===== config.mk =====
export PLATFORM = sky130hd
export DESIGN_NAME = pair_trig_ctrl
export DESIGN_NICKNAME = d
export VERILOG_FILES = /design/src/pkg/pair_trig_pkg.sv /design/src/pair_trig_ctrl.sv
export SDC_FILE = /design/constraint.sdc
export NUM_CORES = 1
export LEC_CHECK = 0
export BUFFER_PORTS_ARGS = -buffer_cell sky130_fd_sc_hd__buf_2
export CELL_PAD_IN_SITES_DETAIL_PLACEMENT = 0
export CELL_PAD_IN_SITES_GLOBAL_PLACEMENT = 1
export CORE_MARGIN = 4
export CORE_UTILIZATION = 45
export CTS_CLUSTER_DIAMETER = 80
export DETAILED_ROUTE_END_ITERATION = 12
export GPL_ROUTABILITY_DRIVEN = 0
export PLACE_DENSITY_LB_ADDON = 0.1
export SKIP_CTS_REPAIR_TIMING = 1
export SYNTH_ARGS = -nofsm -noshare
export SYNTH_HDL_FRONTEND = slang
export SYNTH_SLANG_ARGS = --single-unit

===== constraint.sdc =====
create_clock -name sys_clk -period 5.55 [get_ports sys_clk]
set_input_delay 0.8325 -clock sys_clk [delete_from_list [all_inputs] [get_ports sys_clk]]
set_output_delay 0.8325 -clock sys_clk [all_outputs]
set_load 0.03 [all_outputs]

===== src/pkg/pair_trig_pkg.sv =====
// Package for the converter pair trigger control block.
// Assumes a 16-bit register port and one system clock.
package pair_trig_pkg;
  localparam int NUM_PAIRS = 3;
  localparam int SEL_W = 5;
  localparam int NUM_SRC = 32;
  // Register offsets (word index on the plain register port)
  localparam logic [3:0] ADDR_PAIR_10_11 = 4'h0;
  localparam logic [3:0] ADDR_PAIR_12 = 4'h1;
  localparam logic [3:0] ADDR_IRQ_STATUS = 4'h2;
  localparam logic [3:0] ADDR_IRQ_MASK = 4'h3;
  localparam logic [3:0] ADDR_GLOBAL_SW = 4'h4;
  // Field positions within one pair byte
  localparam int FLD_IRQ_EN = 7;
  localparam int FLD_PEND = 6;
  localparam int FLD_SWTRG = 5;
  localparam int FLD_SEL_LSB = 0;
  localparam logic [15:0] CTRL_RESET = 16'h0000;
  localparam logic [2:0] STATUS_RESET = 3'h0;
  // Selector encodings
  localparam logic [4:0] SEL_OFF = 5'h00;
  localparam logic [4:0] SEL_SW_OWN = 5'h01;
  localparam logic [4:0] SEL_SW_GLOBAL = 5'h02;
  localparam logic [4:0] SEL_PWM_SPECIAL = 5'h03;
  localparam logic [4:0] SEL_PRI_FIRST = 5'h04;
  localparam logic [4:0] SEL_TMR1 = 5'h0c;
  localparam logic [4:0] SEL_PWM_SEC_SPECIAL = 5'h0d;
  localparam logic [4:0] SEL_SEC_FIRST = 5'h0e;
  localparam logic [4:0] SEL_CL_FIRST = 5'h17;
  localparam logic [4:0] SEL_TMR2 = 5'h1f;

  typedef struct packed {
    logic [8:0] cl_trig;     // gen 9 unused, kept for width
    logic [8:0] sec_trig;
    logic [7:0] pri_trig;
    logic special;
    logic sec_special;
    logic tmr1_match;
    logic tmr2_match;
  } trig_src_t;

  typedef struct packed {
    logic irq_en;
    logic pend;
    logic swtrg;
    logic [4:0] sel;
  } pair_ctrl_t;
endpackage : pair_trig_pkg


===== src/pair_trig_ctrl.sv =====
// Trigger, pending and interrupt logic for converter pairs 10, 11 and 12.
// Assumes trigger inputs and conversion-done pulses are synchronous one-cycle events.
// Behaviour
// - Enabled pair raises interrupt request when its conversion completes; disabled raises none.
// - Pending flag sets on selected trigger, holds until conversion completes, then clears.
// - Writing one to soft trigger starts conversion only when selector one picks the pair's own software trigger bit.
// - Hardware clears the soft trigger bit when pending becomes set.
// - Selector zero disables conversion; no trigger starts it.
// - Selector one uses the pair's own software trigger bit.
// - Selector two uses the shared global software trigger.
// - Selector three uses the PWM special event trigger.
// - Selectors four to eleven pick PWM generator one to eight primary triggers.
// - Selector twelve uses timer one period match.
// - Selector thirteen uses the PWM secondary special event trigger.
// - Selectors fourteen to twenty-two pick generator one to nine secondary triggers.
// - Selectors twenty-three to thirty pick generator one to eight current-limit triggers.
// - Selector thirty-one uses timer two period match.
//
// Strobed register access and the register addresses are this design's own decisions.
`timescale 1ns/1ns
module pair_trig_ctrl
  import pair_trig_pkg::*;
#(
  parameter int PAIRS = pair_trig_pkg::NUM_PAIRS
)(
  input wire logic sys_clk,
  input wire logic rst_n,
  input wire logic [3:0] reg_addr,
  input wire logic [15:0] reg_wdata,
  input wire logic reg_wr,
  input wire logic reg_rd,
  output logic [15:0] reg_rdata,
  input wire pair_trig_pkg::trig_src_t trig_in,
  input wire logic [PAIRS-1:0] conv_done,
  output logic [PAIRS-1:0] conv_start,
  output logic [PAIRS-1:0] pair_irq,
  output logic irq
);
  import pair_trig_pkg::*;

  pair_ctrl_t ctrl_ff [PAIRS];
  pair_ctrl_t nxt_ctrl [PAIRS];
  logic [PAIRS-1:0] status_ff, nxt_status;
  logic [PAIRS-1:0] mask_ff, nxt_mask;
  logic [PAIRS-1:0] start_ff, nxt_start;
  logic [PAIRS-1:0] pirq_ff, nxt_pirq;
  logic irq_ff, nxt_irq;
  logic [15:0] rdata_ff, nxt_rdata;
  logic [PAIRS-1:0] fire;
  logic [PAIRS-1:0] done_evt;
  logic global_sw;

  // Global software trigger is a write-only pulse
  assign global_sw = reg_wr && (reg_addr == ADDR_GLOBAL_SW) && reg_wdata[0];

  // Byte of the register port that holds pair p
  function automatic logic [7:0] pair_wbyte(input int p);
    logic [7:0] b;
    b = 8'h00;
    if (p < 2)
      b = (p == 0) ? reg_wdata[7:0] : reg_wdata[15:8];
    else
      b = reg_wdata[7:0];
    return b;
  endfunction : pair_wbyte

  function automatic logic pair_hit(input int p);
    logic h;
    h = 1'b0;
    if (p < 2)
      h = reg_wr && (reg_addr == ADDR_PAIR_10_11);
    else
      h = reg_wr && (reg_addr == ADDR_PAIR_12);
    return h;
  endfunction : pair_hit

  generate
    for (genvar p = 0; p < PAIRS; p++)
    begin : g_pair
      logic sel_trig;
      logic [7:0] wb;

      // Source mux
      always_comb
      begin
        sel_trig = 1'b0;
        if (ctrl_ff[p].sel == SEL_OFF)
          sel_trig = 1'b0;
        else if (ctrl_ff[p].sel == SEL_SW_OWN)
          sel_trig = ctrl_ff[p].swtrg;
        else if (ctrl_ff[p].sel == SEL_SW_GLOBAL)
          sel_trig = global_sw;
        else if (ctrl_ff[p].sel == SEL_PWM_SPECIAL)
          sel_trig = trig_in.special;
        else if (ctrl_ff[p].sel < SEL_TMR1)
          sel_trig = trig_in.pri_trig[3'(ctrl_ff[p].sel - SEL_PRI_FIRST)];
        else if (ctrl_ff[p].sel == SEL_TMR1)
          sel_trig = trig_in.tmr1_match;
        else if (ctrl_ff[p].sel == SEL_PWM_SEC_SPECIAL)
          sel_trig = trig_in.sec_special;
        else if (ctrl_ff[p].sel < SEL_CL_FIRST)
          sel_trig = trig_in.sec_trig[4'(ctrl_ff[p].sel - SEL_SEC_FIRST)];
        else if (ctrl_ff[p].sel < SEL_TMR2)
          sel_trig = trig_in.cl_trig[4'(ctrl_ff[p].sel - SEL_CL_FIRST)];
        else
          sel_trig = trig_in.tmr2_match;
      end

      // A trigger while pending is absorbed, except a set own soft trigger bit, which stays set and fires once pending clears
      assign fire[p] = sel_trig && !ctrl_ff[p].pend;
      assign done_evt[p] = conv_done[p] && ctrl_ff[p].pend;

      always_comb
      begin
        wb = pair_wbyte(p);
        nxt_ctrl[p] = ctrl_ff[p];
        if (pair_hit(p))
        begin
          nxt_ctrl[p].irq_en = wb[FLD_IRQ_EN];
          nxt_ctrl[p].sel = wb[FLD_SEL_LSB +: SEL_W];
          // Writing zero leaves a queued request alone
          if (wb[FLD_SWTRG])
            nxt_ctrl[p].swtrg = 1'b1;
        end
        if (done_evt[p])
          nxt_ctrl[p].pend = 1'b0;
        if (fire[p])
        begin
          nxt_ctrl[p].pend = 1'b1;
          nxt_ctrl[p].swtrg = 1'b0;
        end
        nxt_start[p] = fire[p];
        nxt_pirq[p] = done_evt[p] && ctrl_ff[p].irq_en;
        nxt_status[p] = status_ff[p];
        if (reg_wr && reg_addr == ADDR_IRQ_STATUS && reg_wdata[p])
          nxt_status[p] = 1'b0;
        // Set wins over a simultaneous clear
        if (done_evt[p] && ctrl_ff[p].irq_en)
          nxt_status[p] = 1'b1;
        nxt_mask[p] = mask_ff[p];
        if (reg_wr && reg_addr == ADDR_IRQ_MASK)
          nxt_mask[p] = reg_wdata[p];
      end

      always_ff @(posedge sys_clk or negedge rst_n)
      begin
        if (!rst_n)
        begin
          ctrl_ff[p] <= pair_ctrl_t'(CTRL_RESET[7:0]);
          status_ff[p] <= 1'b0;
          mask_ff[p] <= 1'b0;
          start_ff[p] <= 1'b0;
          pirq_ff[p] <= 1'b0;
        end
        else
        begin
          ctrl_ff[p] <= nxt_ctrl[p];
          status_ff[p] <= nxt_status[p];
          mask_ff[p] <= nxt_mask[p];
          start_ff[p] <= nxt_start[p];
          pirq_ff[p] <= nxt_pirq[p];
        end
      end
    end
  endgenerate

  // Read mux and interrupt output
  always_comb
  begin
    nxt_rdata = 16'h0000;
    nxt_irq = |(nxt_status & nxt_mask);
    if (reg_rd)
    begin
      unique case (reg_addr)
        ADDR_PAIR_10_11: nxt_rdata = {ctrl_ff[1], ctrl_ff[0]};
        ADDR_PAIR_12: nxt_rdata = {8'h00, ctrl_ff[2]};
        ADDR_IRQ_STATUS: nxt_rdata = {13'h0, status_ff};
        ADDR_IRQ_MASK: nxt_rdata = {13'h0, mask_ff};
        default: nxt_rdata = 16'h0000;
      endcase
    end
  end

  always_ff @(posedge sys_clk or negedge rst_n)
  begin
    if (!rst_n)
    begin
      rdata_ff <= 16'h0000;
      irq_ff <= 1'b0;
    end
    else
    begin
      rdata_ff <= nxt_rdata;
      irq_ff <= nxt_irq;
    end
  end

  assign reg_rdata = rdata_ff;
  assign conv_start = start_ff;
  assign pair_irq = pirq_ff;
  assign irq = irq_ff;
endmodule : pair_trig_ctrl


==> results of run 1 <==
[cell families after synthesis]
family	synth area share [%]
AOI/OAI and AO/OA	15.02
xor gates and xnor gates	1.516
adders and majority gates	5.415
buffers and inverters	4.224
DFF	38.27
muxes	20.61
and+or+nand+nor	14.95
[Yosys cell counts (all sizes together), types with 2 or more instances]
master and number:
a211o 3, a211oi 4, a21o 7, a21oi 4
a221o 2, a221oi 3, a32o 2, and2 4
and3 8, buf 6, clkbuf 9, dfrtp 53
ha 15, inv 19, mux2 18, mux2i 17
mux4 15, nand2 20, nand2b 9, nand3 8
nand3b 4, nand4 2, nand4bb 2, nor2 21
nor2b 5, nor3 8, o211a 4, o21ai 17
o21bai 2, o221ai 5, o22ai 4, o41ai 2
or3b 2, xnor2 2, xor2 4
[metal layers]
layer / share of wire (%) / wire, µm / track usage [%] / vias to the layer above
met5: 0 / 0 / 0 / -
met4: 0.67 / 58 / 3.436 / 0
met3: 6.0 / 524 / 3.909 / 6
met2: 48 / 4197 / 33.58 / 67
met1: 45 / 3907 / 26.37 / 1361
li1: - / - / - / 1360
[state kept, by name (all words and copies together), names as in the netlist]
register,count
status_ff,3
irq,1
pair_irq,3
ctrl_ff,24
conv_start,3
reg_rdata,16
mask_ff,3
[power by group through the flow]
stage	logic (W)	registers [W]	clock network (W)
after global placement	0.000583	0.000589	0
after floorplan	0.000459	0.000557	0
final	0.000591	0.000581	0.000257
after CTS	0.000592	0.000583	0.000265
after detailed placement	0.000589	0.000592	0
after global routing	0.000648	0.000597	0.000281
[metrics by stage]
stage / area [µm²] / power (W) / hold slack [ns] / instances
final: 4026 / 0.001429 / 0.5144 / 496
after global routing: 4026 / 0.001526 / 0.5465 / 496
after CTS: 4026 / 0.001441 / 0.5222 / 496
after detailed placement: 3915 / 0.001180 / 0.5004 / 488
after global placement: 3915 / 0.001173 / 0.4939 / 488
after floorplan: 3466 / 0.001015 / 0.4615 / 326
[layout make-up]
| type | count | area share (%) |
|---|---|---|
| clock buffer | 6 | 1.802 |
| multi-input combinational | 239 | 49.63 |
| sequential | 53 | 32.94 |
| tap | 99 | 3.076 |
| clock inverter | 2 | 0.9633 |
| inverter | 19 | 1.771 |
| timing repair buffer | 78 | 9.820 |
[cells in the final DEF, fill, tap and decap left out, types with 5 or more instances in the layout]
master	count
nor3_1	7
clkbuf_8	5
inv_1	19
o221ai_1	5
a21o_1	7
nand2b_1	9
nand3_1	8
mux4_2	14
o21ai_1	9
nor2_1	21
mux2_2	9
nand2_1	20
and3_1	8
ha_1	15
mux2_1	9
nor2b_1	5
dfrtp_1	53
buf_2	76
o21ai_0	8
mux2i_1	17
[path summary, 6_finish.rpt]
kind | end | depth (start not counted) | slack [ns] | from
setup / recovery | ctrl_ff[14]$_DFFE_PN0P_ | 7 | 2.82 | ctrl_ff[8]$_DFFE_PN0P_
min in group asynchronous | ctrl_ff[10]$_DFFE_PN0P_ | 2 | 0.64 | rst_n
setup reg to reg | ctrl_ff[14]$_DFFE_PN0P_ | 7 | 2.82 | ctrl_ff[8]$_DFFE_PN0P_
hold reg to reg | ctrl_ff[23]$_DFFE_PN0P_ | 1 | 0.51 | ctrl_ff[23]$_DFFE_PN0P_
max in group asynchronous | ctrl_ff[23]$_DFFE_PN0P_ | 2 | 4.48 | rst_n
hold / removal | ctrl_ff[23]$_DFFE_PN0P_ | 1 | 0.51 | ctrl_ff[23]$_DFFE_PN0P_
==> flow_metrics.py, run 1 <==
metrics = {
    "floorplanning": {
        "dieHeight_um": 95.76,
        "pin_count": 80,
        "num_rows": 31,
        "die_w_um": 95.76,
        "die_area_um2": 9170,
        "coreArea_um2": 7370,
        "initial_core_util_pct": 47.03,
    },
    "synth": {
        "syn_inst": 326,
        "async_reset_ff_share_pct": 100.0,
        "ys.flop_type": "dfrtp_1",
        "postSynthAreaPerCell_um2": 10.63,
        "synth_edf_count": 0,
        "ys_seq_area_share_pct": 38.27,
        "yosysTopAreaCell": "dfrtp_1",
        "synth_top_area_share_pct": 38.27,
        "syn_area_um2": 3466,
        "synth_warnings": 0,
        "ys_seq_elements": 53,
        "syn-num-nets": 398,
        "netlist-cell-type-count": 57,
        "synth.area.top_cells": "dfrtp_1, mux4_2, ha_1, mux2i_1, mux2_1",
    },
    "clocking": {
        "cts_root_buf": "clkbuf_8",
        "cts_tree": "built",
        "cts_sinks": 53,
        "insertion_delay_ns": 0.30,
        "cts_made_buffers": 5,
        "path_clk_slew_ns": 0.09,
        "htree_levels": 2,
        "clock_path_buffers": 2,
    },
    "pwr": {
        "p_per_area_nw_per_um2": 354.9,
        "pwr-share-clk_pct": 18.0,
        "leakagePower_nw": 1.974,
        "ir_drop_v": 0.0001579,
        "p_sw_share_pct": 37.72,
        "seq_power_share_pct": 40.7,
        "net-switching-power_w": 0.0005390,
        "p_int_w": 0.0008901,
        "p_comb_share_pct": 41.4,
    },
    "timing": {
        "tightestPinTransition_ns": 0.6508,
        "rsz0062_at_grt": "false",
        "tns_ns": 0,
        "fmax_ghz": 0.3666,
        "skew_ns": 0.007376,
        "drv_slew": 0,
        "finalHoldViolCount": 0,
        "min_period_ns": 2.728,
        "finalSetupViolCount": 0,
        "fin_crit_sh_pct": 49.15,
        "setup_ws_ns": 2.822,
        "slew_headroom_pct": 56.61,
    },
    "finish": {
        "antennaDiodeCount": 0,
        "multi_input_area_um2": 1998,
        "register_area_um2": 1326,
        "drive_above_1_share_pct": 27.96,
        "final_util_pct": 54.64,
        "fin_nets": 468,
        "area_delta_synth_final_pct": 16.17,
        "nFillCells": 698,
    },
    "routing": {
        "dr.pass1.iters": 4,
        "drt_iter0_drc": 144,
        "antenna_left": 0,
        "route.detailed.drc": 0,
        "wirelength_um": 8688,
        "wl_per_cell_um": 17.52,
        "vias": 2794,
        "via_per_inst": 5.633,
    },
    "global_routing": {
        "grt_pass1_wl_um": 13850,
        "overflow": 0,
        "grt_pass1_vias": 2812,
        "grt_max_degree": 54,
        "grt_use_total_pct": 19.70,
        "antenna_found_initial": 0,
    },
    "setup_path": {
        "cpPeakStageDelay_ns": 0.76,
        "cp-start-kind": "register",
        "crit_arrival_ns": 2.89,
        "crit_path_end_kind": "register",
        "critical_path_buf_inv_count": 1,
        "slowest_stage": "dfrtp_1",
        "crit_type": "register to register",
        "critical_path.max_fanout": 13,
        "path_cells": "inv_1 -> ha_1 -> mux4_2 -> mux2i_1 -> a211oi_1 -> a211oi_2 -> o221ai_1",
        "cp_data_required_time_ns": 5.71,
        "critPathTopFamily": "flip-flops",
    },
    "run_status": {
        "status": "complete, no violations",
    },
    "place": {
        "dpl.hpwl_um": 6885,
        "port_buffers": 76,
        "dp_slack_ns": 2.805,
    },
    "job": {
        "cap_violations": 0,
    },
    "min_path": {
        "min_path_type": "register to register",
    },
}
Note: power is estimated with default switching activity, not from simulation.
==> run 2, diff against run 1 <==
--- a/config.mk
+++ b/config.mk
@@ -5,11 +5,12 @@
 export SDC_FILE = /design/constraint.sdc
 export NUM_CORES = 1
 export LEC_CHECK = 0
+export ABC_AREA = 1
 export BUFFER_PORTS_ARGS = -buffer_cell sky130_fd_sc_hd__buf_2
 export CELL_PAD_IN_SITES_DETAIL_PLACEMENT = 0
 export CELL_PAD_IN_SITES_GLOBAL_PLACEMENT = 1
 export CORE_MARGIN = 4
-export CORE_UTILIZATION = 45
+export CORE_UTILIZATION = 35
 export CTS_CLUSTER_DIAMETER = 80
 export DETAILED_ROUTE_END_ITERATION = 12
 export GPL_ROUTABILITY_DRIVEN = 0
==> constraint.sdc (replaced) <==
create_clock -name sys_clk -period 2.25 [get_ports sys_clk]
set_input_delay 0.3375 -clock sys_clk [delete_from_list [all_inputs] [get_ports sys_clk]]
set_output_delay 0.3375 -clock sys_clk [all_outputs]
set_load 0.03 [all_outputs]
==> run 2 against run 1 <==
Power up 140%. Via count grew 26%. Register-to-register slack got worse by 2.6 ns. Synthesized cell count increased by 60%. Fmax increased by 34%. Clock skew is 0.0031 ns higher. Global-route usage shrank 1.1 points. Worst setup slack worse by 2.6 ns. Highest routed layer unchanged. Largest cell class unchanged.
==> flow_metrics.py, run 2 <==
metrics = {
    "setup_path": {
        "slowest_stage": "dfrtp_2",
        "startpoint": "ctrl_ff[17]$_DFFE_PN0P_",
        "critical_path.max_fanout": 5,
        "worstRegToRegCells": 20,
        "crit_path_end_kind": "register",
        "cp-start-kind": "register",
        "crit_arrival_ns": 2.23,
        "path_cells": "inv_2 -> ha_1 -> inv_1 -> nand3_1 -> nand2_1 -> nand2_1 -> nand3_1 -> nand2_1 -> nand2_1 -> nand2_1 -> nand2_1 -> nand2_1 -> nand2_1 -> nand2_1 -> nand2_1 -> nand2_1 -> nand2_1 -> nand2_1 -> nand2_1 -> nand2_1",
        "cp_common_cell": "nand2_1",
        "cp_data_required_time_ns": 2.45,
        "cpPeakStageDelay_ns": 0.45,
        "crit_type": "register to register",
        "r2r-start": "ctrl_ff[17]$_DFFE_PN0P_",
        "reg2reg_to": "ctrl_ff[22]$_DFFE_PN0P_",
        "reg2reg_slack_ns": 0.22,
    },
    "floorplanning": {
        "pin_count": 80,
        "die_w_um": 109.9,
        "dieHeight_um": 109.9,
        "initial_core_util_pct": 36.50,
        "die_area_um2": 12080,
        "coreArea_um2": 9955,
        "num_rows": 36,
    },
    "clocking": {
        "insertion_delay_ns": 0.31,
        "cts_root_buf": "clkbuf_8",
        "path_clk_slew_ns": 0.10,
        "cts_sinks": 53,
        "cts_made_buffers": 5,
        "clock_path_buffers": 2,
        "htree_levels": 2,
        "cts_tree": "built",
    },
    "synth": {
        "async_reset_ff_share_pct": 100.0,
        "ys_top_cells_by_count": "nand2_1, inv_1, dfrtp_1",
        "ys_seq_elements": 53,
        "syn_inst": 521,
        "netlist-cell-type-count": 37,
        "syn_area_um2": 3633,
        "yosysTopAreaCell": "dfrtp_1",
        "synth.area.top_cells": "dfrtp_1, nand2_1, inv_1, o21ai_0, nand3_1",
        "synth.most_common_cell": "nand2_1",
        "ys_seq_area_share_pct": 36.50,
        "synth_edf_count": 0,
        "ys.flop_type": "dfrtp_1",
        "synth_top_area_share_pct": 36.50,
        "syn-num-nets": 593,
        "synth_warnings": 0,
        "postSynthAreaPerCell_um2": 6.974,
    },
    "finish": {
        "register_area_um2": 1331,
        "instances_no_fill": 742,
        "top_register": "ctrl_ff",
        "final_cell_mix": "nand2_1, inv_1, buf_2",
        "nFillCells": 1067,
        "multi_input_area_um2": 1861,
        "fin_nets": 680,
        "layout_commonest_cell": "nand2_1",
        "largest_reg_flops": 24,
        "final_util_pct": 43.53,
        "area_delta_synth_final_pct": 19.25,
        "drive_above_1_share_pct": 21.18,
        "antennaDiodeCount": 0,
    },
    "timing": {
        "setup_ws_ns": 0.2167,
        "skew_ns": 0.01048,
        "fmax_ghz": 0.4918,
        "finalHoldViolCount": 0,
        "min_period_ns": 2.033,
        "fin_crit_sh_pct": 90.37,
        "drv_slew": 0,
        "slew_headroom_pct": 59.06,
        "finalSetupViolCount": 0,
        "tightestPinTransition_ns": 0.6141,
        "rsz0062_at_grt": "false",
        "tns_ns": 0,
    },
    "place": {
        "dpl.hpwl_um": 8778,
        "dp_slack_ns": 0.1595,
        "placed_cells_incl_taps": 731,
        "port_buffers": 76,
    },
    "global_routing": {
        "grt_use_total_pct": 18.56,
        "grt_pass1_vias": 3586,
        "overflow": 0,
        "grt_max_degree": 27,
        "grt_pass1_wl_um": 17260,
        "antenna_found_initial": 0,
    },
    "routing": {
        "via_per_inst": 4.756,
        "vias": 3529,
        "drt_iter0_drc": 145,
        "wirelength_um": 10820,
        "dr.pass1.iters": 4,
        "wl_per_cell_um": 14.59,
        "route.detailed.drc": 0,
        "antenna_left": 0,
    },
    "pwr": {
        "ir_drop_v": 0.0003956,
        "p_sw_share_pct": 43.18,
        "pwr-share-clk_pct": 15.5,
        "leakagePower_nw": 2.358,
        "p_per_area_nw_per_um2": 807.0,
        "net-switching-power_w": 0.001510,
        "seq_power_share_pct": 37.7,
        "p_comb_share_pct": 46.8,
        "p_int_w": 0.001987,
    },
    "min_path": {
        "min_path_type": "input pin to asynchronous set/reset pin",
    },
    "run_status": {
        "status": "complete, no violations",
    },
    "job": {
        "cap_violations": 0,
    },
}
==> run 2: changes by cell type after synthesis, sizes merged, moves of 17 or more <==
| cell | delta |
|---|---|
| inv | +66 |
| a21oi | +21 |
| nand3 | +39 |
| mux2i | -17 |
| mux2 | -18 |
| o21ai | +30 |
| nand2 | +128 |
==> run 2: final cells by class <==
class | instances | area share, %
repair buffers | 100 | 12.94
multi-input cells | 363 | 42.94
well taps | 133 | 3.841
clock inverters | 2 | 0.3465
inverters | 85 | 7.537
clock buffers | 6 | 1.675
flip-flops and latches | 53 | 30.72
==> run 2: worst max-delay path: cells and delay by family (launching register included) <==
kind                       cells  cell delay (ns)
adders and majority gates      1             0.27
buffers and inverters          2             0.19
DFF                            1             0.45
and+or+nand+nor               17             1.01
==> run 2: through the flow <==
stage | hold slack [ns] | total power, W | instance area, µm²
after floorplan | 0.04191 | 0.002478 | 3633
after global placement | 0.3883 | 0.002916 | 4185
after detailed placement | 0.3875 | 0.002928 | 4185
after CTS | 0.04486 | 0.003486 | 4273
after global routing | 0.06857 | 0.003825 | 4333
final | 0.02677 | 0.003497 | 4333
==> run 2: cells by family (layout without fill, tap and decap cells) <==
logic type	count (synthesis)	in the layout	synth area share [%]
buffers and inverters	105	193	13.19
adders and majority gates	15	15	5.165
and+or+nand+nor	247	247	28.93
DFF	53	53	36.50
xor gates and xnor gates	7	7	1.687
AOI/OAI and AO/OA	94	94	14.53
==> run 2: worst max path at each step <==
stage                                   end  slack [ns]  depth (start not counted)
floorplan           ctrl_ff[14]$_DFFE_PN0P_        0.27                         22
global route        ctrl_ff[14]$_DFFE_PN0P_       0.007                         20
CTS                 ctrl_ff[22]$_DFFE_PN0P_        0.14                         20
finish              ctrl_ff[22]$_DFFE_PN0P_        0.22                         20
global placement    ctrl_ff[14]$_DFFE_PN0P_        0.19                         20
detailed placement  ctrl_ff[22]$_DFFE_PN0P_        0.16                         20
==> run 2: power by group through the flow <==
stage	Sequential [W]	Combinational, W	Clock (W)
global placement	0.00133	0.00158	0
CTS	0.00131	0.00161	0.000567
finish	0.00132	0.00164	0.000541
global route	0.00134	0.00189	0.000598
detailed placement	0.00133	0.00160	0
floorplan	0.00134	0.00113	0
==> run 2: metal layers <==
layer	vias up	GRT usage [%]	wire length, µm
met5	-	0	0
li1	1838	-	-
met4	0	4.363	110
met1	1610	25.64	5190
met3	10	3.171	591
met2	71	30.24	4931
